**config.mk**
```make
export PLATFORM = sky130hd
export DESIGN_NAME = watchdog_unit
export DESIGN_NICKNAME = d
export VERILOG_FILES = /design/src/pkg/wdog_pkg.sv /design/src/design/pin_sync3.sv /design/src/design/timeout_chain.sv /design/src/design/watchdog_unit.sv
export SDC_FILE = /design/constraint.sdc
export NUM_CORES = 1
export LEC_CHECK = 0
export BUFFER_PORTS_ARGS = -buffer_cell sky130_fd_sc_hd__buf_2
export CAP_MARGIN = 5
export CORE_MARGIN = 8
export CORE_UTILIZATION = 30
export DETAILED_ROUTE_END_ITERATION = 8
export HOLD_SLACK_MARGIN = 0.12
export PLACE_DENSITY_LB_ADDON = 0.15
export SKIP_LAST_GASP = 1
export SYNTH_ARGS = -nofsm -noshare
export SYNTH_HDL_FRONTEND = slang
export SYNTH_HIERARCHICAL = 1
export SYNTH_SLANG_ARGS = --single-unit
```
**constraint.sdc**
```tcl
create_clock -name clk_i -period 2.55 [get_ports clk_i]
set_input_delay 0.1275 -clock clk_i [delete_from_list [all_inputs] [get_ports clk_i]]
set_output_delay 0.1275 -clock clk_i [all_outputs]
set_load 0.01 [all_outputs]
```
**src/pkg/wdog_pkg.sv**
```systemverilog
package wdog_pkg;

  // Word indices on the register bus; byte address is four times the index
  localparam logic [15:0] IDX_SERVICE = 16'hffff;
  localparam logic [15:0] IDX_CONFIG = 16'h0000;
  localparam logic [15:0] IDX_CAUSE = 16'h0001;
  localparam logic [15:0] IDX_IRQ_STATUS = 16'h0002;
  localparam logic [15:0] IDX_IRQ_MASK = 16'h0003;
  localparam logic [15:0] IDX_COUNT = 16'h0004;

  // Bus geometry
  localparam int ADR_W = 18;
  localparam int IDX_LSB = 2;
  localparam int DAT_W = 32;

  // Counter geometry: 12-bit prescaler below a 6-bit counter
  localparam int PRE_W = 12;
  localparam int CNT_W = 6;
  localparam int CHAIN_W = PRE_W + CNT_W;
  localparam int KEEP_W = 4;

  // Timeout lengths in oscillator cycles from a full clear
  localparam logic [CHAIN_W-1:0] TIMEOUT_SHORT = 18'h0_1ff0;
  localparam logic [CHAIN_W-1:0] TIMEOUT_LONG = 18'h3_fff0;

  // Reset pin pulse length and power-up prescaler clear delay, in cycles
  localparam int RST_PULSE_CYC = 32;
  localparam int POR_CLEAR_CYC = 4096;
  localparam int PULSE_W = 6;
  localparam int POR_W = 13;

  // Reset values
  localparam logic [2:0] CFG_RESET = 3'h0;
  localparam logic [2:0] EVT_RESET = 3'h0;
  localparam logic [31:0] RD_UNMAPPED = 32'h0000_0000;

  // Software-set configuration bits
  typedef struct packed {
    logic stop_enable;
    logic watchdog_disable_bit;
    logic timeout_rate_select;
  } cfg_t;

  // Events that set sticky interrupt status bits
  typedef struct packed {
    logic stop_clear;
    logic vector_clear;
    logic serviced;
  } events_t;

  // Operating state of the unit
  typedef enum logic [1:0] {
    ST_RUN = 2'b00,
    ST_STOP = 2'b01,
    ST_PULSE = 2'b10
  } state_t;

endpackage

```
**src/design/pin_sync3.sv**
```systemverilog
`timescale 1ns/1ps
module pin_sync3 (
  input wire logic clk_i,
  input wire logic rst_i,
  input wire logic pin_i,
  output logic level_o
);
  logic s1_r;
  logic s2_r;
  logic s3_r;

  // Three stages; the level only moves once stages two and three agree
  always_ff @(posedge clk_i) begin
    if (rst_i) begin
      s1_r <= 1'b0;
      s2_r <= 1'b0;
      s3_r <= 1'b0;
      level_o <= 1'b0;
    end else begin
      s1_r <= pin_i;
      s2_r <= s1_r;
      s3_r <= s2_r;
      if (s2_r == s3_r) begin
        level_o <= s3_r;
      end
    end
  end
endmodule

```
**src/design/timeout_chain.sv**
```systemverilog
`timescale 1ns/1ps
module timeout_chain (
  input wire logic clk_i,
  input wire logic rst_i,
  input wire logic advance_i,
  input wire logic clear_all_i,
  input wire logic clear_upper_i,
  input wire logic clear_pre_i,
  input wire logic long_sel_i,
  output logic overflow_o,
  output logic [wdog_pkg::CHAIN_W-1:0] chain_o
);
  import wdog_pkg::*;

  logic [CHAIN_W-1:0] chain_r;
  logic [CHAIN_W-1:0] limit;

  // Counter in the upper six bits, prescaler in the lower twelve
  assign chain_o = chain_r;
  assign limit = long_sel_i ? TIMEOUT_LONG - 18'h0_0001 : TIMEOUT_SHORT - 18'h0_0001;
  assign overflow_o = advance_i && (chain_r >= limit);

  // Clears take priority over counting so a late service always lands
  always_ff @(posedge clk_i) begin
    if (rst_i || clear_all_i) begin
      chain_r <= '0;
    end else if (clear_upper_i) begin
      chain_r <= {{(CHAIN_W-KEEP_W){1'b0}}, chain_r[KEEP_W-1:0]};
    end else if (clear_pre_i) begin
      chain_r <= {chain_r[CHAIN_W-1:PRE_W], {PRE_W{1'b0}}};
    end else if (advance_i) begin
      chain_r <= chain_r + 18'h0_0001;
    end
  end
endmodule

```
**src/design/watchdog_unit.sv**
```systemverilog
`timescale 1ns/1ps
module watchdog_unit #(
  parameter logic [7:0] RESET_VECTOR_LO = 8'h00
) (
  input wire logic clk_i,
  input wire logic rst_i,
  // Classic Wishbone slave
  input wire logic cyc_i,
  input wire logic stb_i,
  input wire logic we_i,
  input wire logic [wdog_pkg::ADR_W-1:0] adr_i,
  input wire logic [3:0] sel_i,
  input wire logic [wdog_pkg::DAT_W-1:0] dat_i,
  output logic [wdog_pkg::DAT_W-1:0] dat_o,
  output logic ack_o,
  // CPU and system events, same clock
  input wire logic stop_exec_i,
  input wire logic stop_exit_i,
  input wire logic wait_mode_i,
  input wire logic vector_fetch_i,
  input wire logic internal_reset_i,
  input wire logic monitor_mode_i,
  input wire logic break_active_i,
  // Test voltage detectors on pins, asynchronous
  input wire logic hv_irq_pin_i,
  input wire logic hv_rst_pin_i,
  // Open-drain reset pin, reset request, stop status and interrupt
  output logic rst_pin_o,
  output logic rst_pin_oe_o,
  output logic wdog_reset_o,
  output logic stopped_o,
  output logic irq_o
);
  import wdog_pkg::*;

  // Bus decode
  logic req;
  logic wr_req;
  logic rd_req;
  logic [15:0] idx;
  logic ack_r;
  logic [DAT_W-1:0] rd_nxt;

  // Software state
  cfg_t cfg_r;
  logic cause_r;
  events_t irq_status_r;
  events_t irq_mask_r;
  events_t evt;

  // Operating state
  state_t state_r;
  logic [PULSE_W-1:0] pulse_cnt_r;
  logic [POR_W-1:0] por_cnt_r;
  logic por_done_r;
  logic por_clear;

  // Synchronised pins and derived controls
  logic hv_irq;
  logic hv_rst;
  logic disabled;
  logic advance;
  logic overflow;
  logic service_wr;
  logic stop_take;
  logic clear_all;
  logic clear_pre;
  logic [CHAIN_W-1:0] chain;

  // Test voltage pins come from outside the clock domain
  pin_sync3 u_sync_irq (
    .clk_i(clk_i),
    .rst_i(rst_i),
    .pin_i(hv_irq_pin_i),
    .level_o(hv_irq)
  );

  pin_sync3 u_sync_rst (
    .clk_i(clk_i),
    .rst_i(rst_i),
    .pin_i(hv_rst_pin_i),
    .level_o(hv_rst)
  );

  // A request is taken on the edge where ack is not yet given
  assign req = cyc_i && stb_i && !ack_r;
  assign wr_req = req && we_i;
  assign rd_req = req && !we_i;
  assign idx = adr_i[ADR_W-1:IDX_LSB];
  assign ack_o = ack_r;

  // Single-cycle acknowledge; every address answers, unmapped reads zero
  always_ff @(posedge clk_i) begin
    if (rst_i) begin
      ack_r <= 1'b0;
    end else begin
      ack_r <= req;
    end
  end

  // Any write to the service location counts, whatever the data or lanes
  assign service_wr = wr_req && (idx == IDX_SERVICE);

  // Disable sources: software bit, monitor mode with either test voltage, or break with reset-pin test voltage
  assign disabled = cfg_r.watchdog_disable_bit
    || (monitor_mode_i && (hv_irq || hv_rst))
    || (break_active_i && hv_rst);

  // Stop only takes effect when software has set stop_enable
  assign stop_take = stop_exec_i && cfg_r.stop_enable;

  // Counting runs in run and wait alike; wait_mode_i does not gate it
  assign advance = (state_r == ST_RUN) && !disabled;

  // Whole chain cleared by any internal reset, including our own
  assign clear_all = internal_reset_i || (state_r == ST_PULSE) || disabled;

  // Prescaler-only clears
  assign clear_pre = stop_take
    || vector_fetch_i
    || por_clear;

  timeout_chain u_chain (
    .clk_i(clk_i),
    .rst_i(rst_i),
    .advance_i(advance),
    .clear_all_i(clear_all),
    .clear_upper_i(service_wr),
    .clear_pre_i(clear_pre),
    .long_sel_i(cfg_r.timeout_rate_select),
    .overflow_o(overflow),
    .chain_o(chain)
  );

  // Power-up delay counter fires a single prescaler clear
  always_ff @(posedge clk_i) begin
    if (rst_i) begin
      por_cnt_r <= '0;
      por_done_r <= 1'b0;
    end else if (!por_done_r) begin
      por_cnt_r <= por_cnt_r + 13'h0001;
      if (por_cnt_r == POR_W'(POR_CLEAR_CYC - 1)) begin
        por_done_r <= 1'b1;
      end
    end
  end
  assign por_clear = !por_done_r && (por_cnt_r == POR_W'(POR_CLEAR_CYC - 1));

  // Run, stopped, or driving the reset pin
  always_ff @(posedge clk_i) begin
    if (rst_i) begin
      state_r <= ST_RUN;
      pulse_cnt_r <= '0;
    end else begin
      unique case (state_r)
        ST_RUN: begin
          if (overflow) begin
            state_r <= ST_PULSE;
            pulse_cnt_r <= '0;
          end else if (stop_take) begin
            state_r <= ST_STOP;
          end
        end
        ST_STOP: begin
          // Oscillator gated off: the chain holds until wake-up
          if (stop_exit_i) begin
            state_r <= ST_RUN;
          end
        end
        ST_PULSE: begin
          pulse_cnt_r <= pulse_cnt_r + 6'h01;
          if (pulse_cnt_r == PULSE_W'(RST_PULSE_CYC - 1)) begin
            state_r <= ST_RUN;
          end
        end
        default: begin
          state_r <= ST_RUN;
        end
      endcase
    end
  end

  // Reset pin is only ever pulled low; released it floats high
  assign rst_pin_o = 1'b0;
  assign rst_pin_oe_o = (state_r == ST_PULSE);
  assign wdog_reset_o = (state_r == ST_PULSE);
  assign stopped_o = (state_r == ST_STOP);

  // Configuration register, low byte lane only
  always_ff @(posedge clk_i) begin
    if (rst_i) begin
      cfg_r <= CFG_RESET;
    end else if (wr_req && (idx == IDX_CONFIG) && sel_i[0]) begin
      cfg_r <= dat_i[2:0];
    end
  end

  // Cause bit: set on overflow, write one to clear; the set wins
  always_ff @(posedge clk_i) begin
    if (rst_i) begin
      cause_r <= 1'b0;
    end else if (overflow) begin
      cause_r <= 1'b1;
    end else if (wr_req && (idx == IDX_CAUSE) && sel_i[0] && dat_i[0]) begin
      cause_r <= 1'b0;
    end
  end

  // Housekeeping events only; overflow is kept off the interrupt line
  assign evt.serviced = service_wr;
  assign evt.vector_clear = vector_fetch_i;
  assign evt.stop_clear = stop_take;

  // Sticky status: events set, write one clears, a same-cycle event stays
  always_ff @(posedge clk_i) begin
    if (rst_i) begin
      irq_status_r <= EVT_RESET;
    end else if (wr_req && (idx == IDX_IRQ_STATUS) && sel_i[0]) begin
      irq_status_r <= (irq_status_r & ~events_t'(dat_i[2:0])) | evt;
    end else begin
      irq_status_r <= irq_status_r | evt;
    end
  end

  // Interrupt mask of the same layout
  always_ff @(posedge clk_i) begin
    if (rst_i) begin
      irq_mask_r <= EVT_RESET;
    end else if (wr_req && (idx == IDX_IRQ_MASK) && sel_i[0]) begin
      irq_mask_r <= dat_i[2:0];
    end
  end

  assign irq_o = |(irq_status_r & irq_mask_r);

  // Read mux; the service location never exposes watchdog state
  always_comb begin
    rd_nxt = RD_UNMAPPED;
    unique case (idx)
      IDX_SERVICE: rd_nxt = {24'h00_0000, RESET_VECTOR_LO};
      IDX_CONFIG: rd_nxt = {29'h0000_0000, cfg_r};
      IDX_CAUSE: rd_nxt = {31'h0000_0000, cause_r};
      IDX_IRQ_STATUS: rd_nxt = {29'h0000_0000, irq_status_r};
      IDX_IRQ_MASK: rd_nxt = {29'h0000_0000, irq_mask_r};
      IDX_COUNT: rd_nxt = {14'h0000, chain};
      default: rd_nxt = RD_UNMAPPED;
    endcase
  end

  // Read data registered with the acknowledge
  always_ff @(posedge clk_i) begin
    if (rst_i) begin
      dat_o <= RD_UNMAPPED;
    end else if (rd_req) begin
      dat_o <= rd_nxt;
    end
  end

  // The software side keeps the chain from overflowing; wait_mode_i
  // is accepted only for visibility and changes nothing.
  logic unused_wait;
  assign unused_wait = wait_mode_i;
endmodule

```
==> results.sh, run 1 <==
export IMPL_status="completed"
export IMPL_hold_viol=0
export IMPL_start_util=0.302
export IMPL_powerDensity_nw_per_um2=652
export IMPL_drive_gt1_frac=0.226
export IMPL_cts_num_sinks=77
export IMPL_fin_ws_ns=0.0413
export IMPL_path_class="register to register"
export IMPL_grt_pass1_wl_um=15800
export IMPL_cp_max_fo=3
export IMPL_final_setup_tns_ns=0
export IMPL_finalCritPeriodShare=0.984
export IMPL_whs_ns=0.167
export IMPL_fmax_mhz=399
export IMPL_grt_max_degree=35
export IMPL_relSlewSlack=0.572
export IMPL_num_antenna_cells=0
export IMPL_synth_seq_cells=77
export IMPL_dr_wl_met3_um=478
export IMPL_grt_usage=0.122
export IMPL_leakage_nw=1.82
export IMPL_wl_met1_um=4470
export IMPL_reg2reg_slack_ns=0.04
export IMPL_final_max_slew_viol_count=0
export IMPL_place_hpwl_um=7090
export IMPL_arrival_ns=2.78
export IMPL_slowest_delay_ns=0.36
export IMPL_top_layer="met4"
export IMPL_synth_cells=430
export IMPL_cts_root_buf="clkbuf_16"
export IMPL_synth_edf_count=0
export IMPL_final_instance_count_excl_fill=686
export IMPL_path_cells="inv_2, buf_6, ha_4, nand4_1, nor4_4, a2111oi_4, nor3b_1, buf_4, buf_6, a211oi_2, o21ai_1, buf_4, a31oi_1, nor3_1"
export IMPL_core_area_um2=12400
export IMPL_period_needed_ns=2.51
export IMPL_syn_avg_cell_area_um2=8.71
export IMPL_die_h_um=128
export IMPL_place_ws_ns=-0.000565
export IMPL_gp_congestion=0.792
export IMPL_postSynth_asyncResetShare=0
export IMPL_clkLatencyLatePin_ns=0.34
export IMPL_power_mw=3.13
export IMPL_vias_per_cell=4.88
export IMPL_num_nets_final=585
export IMPL_rows=41
export IMPL_critical_path_endpoint="state_r[0]$_SDFFE_PP0P_"
export IMPL_ys_seq_area_frac=0.411
export IMPL_vdd_drop_max_v=0.000393
export IMPL_cts_tree="yes"
export IMPL_die_area_um2=16300
export IMPL_rsz0062_at_grt="yes"
export IMPL_ant_nets=0
export IMPL_place_inst=654
export IMPL_worstSetupStartpoint="cfg_r[0]$_SDFFE_PP0P_"
export IMPL_cp_required_ns=2.82
export IMPL_drt_total_wl_um=9780
export IMPL_antenna_found_initial=0
export IMPL_fp_dieW_um=128
export IMPL_r2r_start="cfg_r[0]$_SDFFE_PP0P_"
export IMPL_final_cell_mix="dfxtp_1, nor2_1, buf_2, buf_4, a21oi_1"
export IMPL_grt_overflow=0
export IMPL_r2r_end="state_r[0]$_SDFFE_PP0P_"
export IMPL_wl_met2_um=4690
export IMPL_clock_path_buffers=2
export IMPL_maxCapViolations=0
export IMPL_ys_warn_count=6
export IMPL_reg2reg_depth=14
export IMPL_end_kind="register"
export IMPL_portBuffers=55
export IMPL_ys_flop_type="dfxtp_1"
export IMPL_drt_wirelength_per_cell_um=14.3
export IMPL_layout_commonest_cell="dfxtp_1"
export IMPL_first_global_vias=3284
export IMPL_clkSlewWorstSetupHoldPaths_ns=0.06
export IMPL_routed_via_count=3346
export IMPL_dr_pass1_iters=4
export IMPL_netlist_area_um2=3750
export IMPL_start_kind="register"
export IMPL_holdCritPathClass="input port to register"
export IMPL_finalSetupViolations=0
export IMPL_finClkSkew_ns=0.00726
export IMPL_cts_buffers=9
export IMPL_drc=0
export IMPL_cp_slowest_cell="nor4_4"
export IMPL_pin_count=106
export IMPL_synth_distinct_cells=59
export IMPL_syn2layout_area_growth_pct=28.0
export IMPL_h_tree_depth=3
export IMPL_drtIter0Drc=161
export IMPL_tightest_slew_ns=0.642
## how the worst min path moves through the flow
stage | cells after the start | startpoint | to
after CTS | 3 | internal_reset_i | u_chain/chain_o[0]$_SDFFE_PP0P_
after detailed placement | 2 | hv_irq_pin_i | u_sync_irq/s1_r$_SDFF_PP0_
final | 3 | internal_reset_i | u_chain/chain_o[0]$_SDFFE_PP0P_
after global routing | 3 | internal_reset_i | u_chain/chain_o[0]$_SDFFE_PP0P_
after floorplan | 1 | rst_i | u_sync_irq/level_o$_SDFFE_PP0N_
after global placement | 2 | hv_irq_pin_i | u_sync_irq/s1_r$_SDFF_PP0_
## stage by stage
step,util,area (um2)
2_1_floorplan,-,3800
3_3_place_gp,0.341,4230
3_5_place_dp,0.341,4230
4_1_cts,0.378,4690
5_1_grt,0.387,4800
6_report,0.387,4800
## what timing repair did
action	CTS	global route
buffers inserted	0	6
setup endpoints to repair	1	9
gates resized for setup	0	13
gates cloned	0	0
endpoints found under the hold margin	12	0
hold buffers	10	0
pin swaps	1	6
## Yosys cell counts (4+ instances only)
master	n	area [um2]
a21oi_1	20	100
a31oi_1	4	25.0
a32oi_1	18	158
and3_1	4	25.0
buf_4	16	120
clkbuf_1	17	63.8
dfxtp_1	77	1540
ha_1	8	100
inv_1	11	41.3
mux2_2	6	67.6
mux2i_1	4	40.0
nand2_1	19	71.3
nand3_1	17	85.1
nand4_1	16	100
nor2_1	55	206
nor2b_1	13	81.3
nor3_1	11	55.1
nor4_1	9	56.3
o21ai_0	17	85.1
o31ai_1	4	30.0
or3_1	6	37.5
or4_1	5	37.5
xnor2_1	15	131
xor2_1	4	35.0
## registers in the layout, indices dropped and copies added, names as in the netlist, 2 cells and up
name             count
u_chain/chain_o     18
por_cnt_r           13
irq_status_r         3
state_r              2
pulse_cnt_r          6
irq_mask_r           3
cfg_r                3
dat_o               18
## logic make-up after synthesis
| logic type | Yosys count | synth area share |
|---|---|---|
| adder cells (fa/ha/maj) | 8 | 0.0267 |
| buffers and inverters | 48 | 0.0671 |
| other | 1 | 0.00100 |
| flip-flops | 77 | 0.411 |
| XOR/XNOR | 19 | 0.0444 |
| multiplexers | 11 | 0.0347 |
| AND/OR/NAND/NOR | 181 | 0.261 |
| AO/OA/AOI/OAI | 85 | 0.154 |
## layer usage
layer  vias to the layer above  GRT usage
met2                        55      0.206
met5                         -          0
met1                      1584      0.137
met4                         0     0.0441
li1                       1698          -
met3                         9     0.0487
## cell type report
cell class / count / area [um2]
clock inverter: 3 / 90.1
tap: 172 / 215
timing repair buffer: 91 / 578
clock buffer: 13 / 270
inverter: 11 / 41.3
sequential: 77 / 1540
multi-input combinational: 319 / 2060
fill: 1335 / 7620
## critical path, delay by kind of cell (launching register included)
kind,cells,cell delay (ns)
adder cells (fa/ha/maj),1,0.27
flip-flops,1,0.34
AND/OR/NAND/NOR,4,0.88
buffers and inverters,5,0.58
AO/OA/AOI/OAI,4,0.35
## report_power, final
part	switching, mW	internal [mW]
Combinational	0.180	0.150
Sequential	0.0413	1.23
Clock	0.488	1.04
Total	0.709	2.42
(Power assumes the default switching activity.)
==> inputs of run 2 (changes only) <==
==> constraint.sdc (replaced) <==
create_clock -name clk_i -period 2.7 [get_ports clk_i]
set_input_delay 0.135 -clock clk_i [delete_from_list [all_inputs] [get_ports clk_i]]
set_output_delay 0.135 -clock clk_i [all_outputs]
set_load 0.01 [all_outputs]
==> run 2 against run 1 <==
  * Clock-buffer cell count decreased by 1
  * Die area unchanged
  * Maximum frequency increased by 1.1%
  * Non-clock buffer count decreased by 16
  * Via count decreased by 0.27%
  * Sequential power decreased by 6%
  * First-iteration DRC count increased by 11%
  * Final cell count decreased by 2.6%
  * Critical endpoint unchanged
  * Largest cell class unchanged
==> results.sh, run 2 (synthesis gave the netlist of run 1 again) <==
export IMPL_core_area_um2=12400
export IMPL_holdCritPathClass="input port to register"
export IMPL_start_kind="register"
export IMPL_drtIter0Drc=179
export IMPL_place_hpwl_um=6910
export IMPL_fmax_mhz=403
export IMPL_status="completed"
export IMPL_cts_num_sinks=77
export IMPL_vdd_drop_max_v=0.000283
export IMPL_die_area_um2=16300
export IMPL_rows=41
export IMPL_power_mw=2.67
export IMPL_top_usage_layer="met2"
export IMPL_cp_required_ns=2.90
export IMPL_drive_gt1_frac=0.194
export IMPL_syn2layout_area_growth_pct=21.4
export IMPL_path_cells="inv_1, ha_1, a21o_1, a21o_1, a2111oi_2, nor3b_1, buf_4, a211oi_1, o21ai_0, a31oi_1, nor3_1"
export IMPL_hold_viol=0
export IMPL_grt_overflow=0
export IMPL_finalSetupViolations=0
export IMPL_period_needed_ns=2.48
export IMPL_powerDensity_nw_per_um2=586
export IMPL_end_kind="register"
export IMPL_tightest_slew_ns=0.668
export IMPL_cts_root_buf="clkbuf_16"
export IMPL_layout_commonest_cell="dfxtp_1"
export IMPL_finClkSkew_ns=0.00384
export IMPL_maxCapViolations=0
export IMPL_routed_via_count=3337
export IMPL_relSlewSlack=0.555
export IMPL_num_antenna_cells=0
export IMPL_grtUsageMet3=0.0316
export IMPL_gp_congestion=0.798
export IMPL_clkSlewWorstSetupHoldPaths_ns=0.05
export IMPL_first_global_vias=3165
export IMPL_num_nets_final=569
export IMPL_cp_max_fo=5
export IMPL_leakage_nw=1.67
export IMPL_cts_tree="yes"
export IMPL_final_max_slew_viol_count=0
export IMPL_clock_path_buffers=2
export IMPL_cp_common_cell="a21o_1"
export IMPL_cp_slowest_cell="dfxtp_1"
export IMPL_die_h_um=128
export IMPL_fp_dieW_um=128
export IMPL_drc=0
export IMPL_drt_total_wl_um=9600
export IMPL_grt_pass1_wl_um=15600
export IMPL_finalCritPeriodShare=0.919
export IMPL_start_util=0.302
export IMPL_portBuffers=55
export IMPL_ant_nets=0
export IMPL_clkLatencyLatePin_ns=0.34
export IMPL_h_tree_depth=3
export IMPL_final_cell_mix="dfxtp_1, nor2_1, buf_2, a21oi_1, nand2_1"
export IMPL_cts_setup_buffers=0
export IMPL_antenna_found_initial=0
export IMPL_vias_per_cell=5.00
export IMPL_use_met2=0.194
export IMPL_arrival_ns=2.68
export IMPL_dr_pass1_iters=5
export IMPL_pin_count=106
export IMPL_drt_wirelength_per_cell_um=14.4
export IMPL_grt_usage=0.121
export IMPL_path_class="register to register"
export IMPL_slowest_delay_ns=0.38
export IMPL_final_setup_tns_ns=0
export IMPL_rsz0062_at_grt="no"
export IMPL_cts_buffers=9
export IMPL_grt_max_degree=63
export IMPL_use_met1=0.148
run 2: stage by stage:
stage	util	worst slack, ns	hold WS (ns)	area [um2]	cells
after floorplan	-	0.421	0.204	3800	444
after detailed placement	0.336	0.100	0.351	4170	646
after CTS	0.365	0.0912	0.132	4530	668
final	0.366	0.217	0.139	4550	668
after global placement	0.336	0.150	0.344	4170	646
after global routing	0.366	0.00584	0.163	4550	668
run 2: area by class of cell:
cell class                      instances  area [um2]
Inverter                               11        41.3
Clock buffer                           12         246
Multi-Input combinational cell        319        2020
Tap cell                              172         215
Sequential cell                        77        1540
Clock inverter                          2        35.0
Fill cell                            1340        7870
Timing Repair Buffer                   75         445
run 2: repair_timing:
item,CTS,global route
hold endpoints to repair,11,0
hold buffers,8,0
resized for setup,0,4
endpoints found under the setup margin,0,4
run 2: worst max-delay path, delay by kind of cell (launching register included):
family	cells	cell delay (ns)
buf+inv	2	0.30
flops	1	0.38
simple gates	2	0.15
compound gates	6	1.19
fa+ha+maj	1	0.32
run 2: final timing paths:
path	cells past startpoint	slack, ns	end	from
setup reg to reg	11	0.22	state_r[0]$_SDFFE_PP0P_	cfg_r[0]$_SDFFE_PP0P_
hold reg to reg	1	0.44	u_sync_rst/s2_r$_SDFF_PP0_	u_sync_rst/s1_r$_SDFF_PP0_
hold / removal	3	0.14	irq_status_r[2]$_SDFF_PP0_	stop_exec_i
setup / recovery	11	0.22	state_r[0]$_SDFFE_PP0P_	cfg_r[0]$_SDFFE_PP0P_
run 2: power by group:
group / switching, mW / leakage (nW) / internal [mW]
logic: 0.164 / 0.913 / 0.124
registers: 0.0371 / 0.622 / 1.16
clock network: 0.449 / 0.139 / 0.729
total: 0.650 / 1.67 / 2.02
run 2: layer usage:
metal,part of all wire,routed length (um)
met5,0,0
met4,0.019,185
met3,0.042,401
met2,0.47,4510
met1,0.47,4490
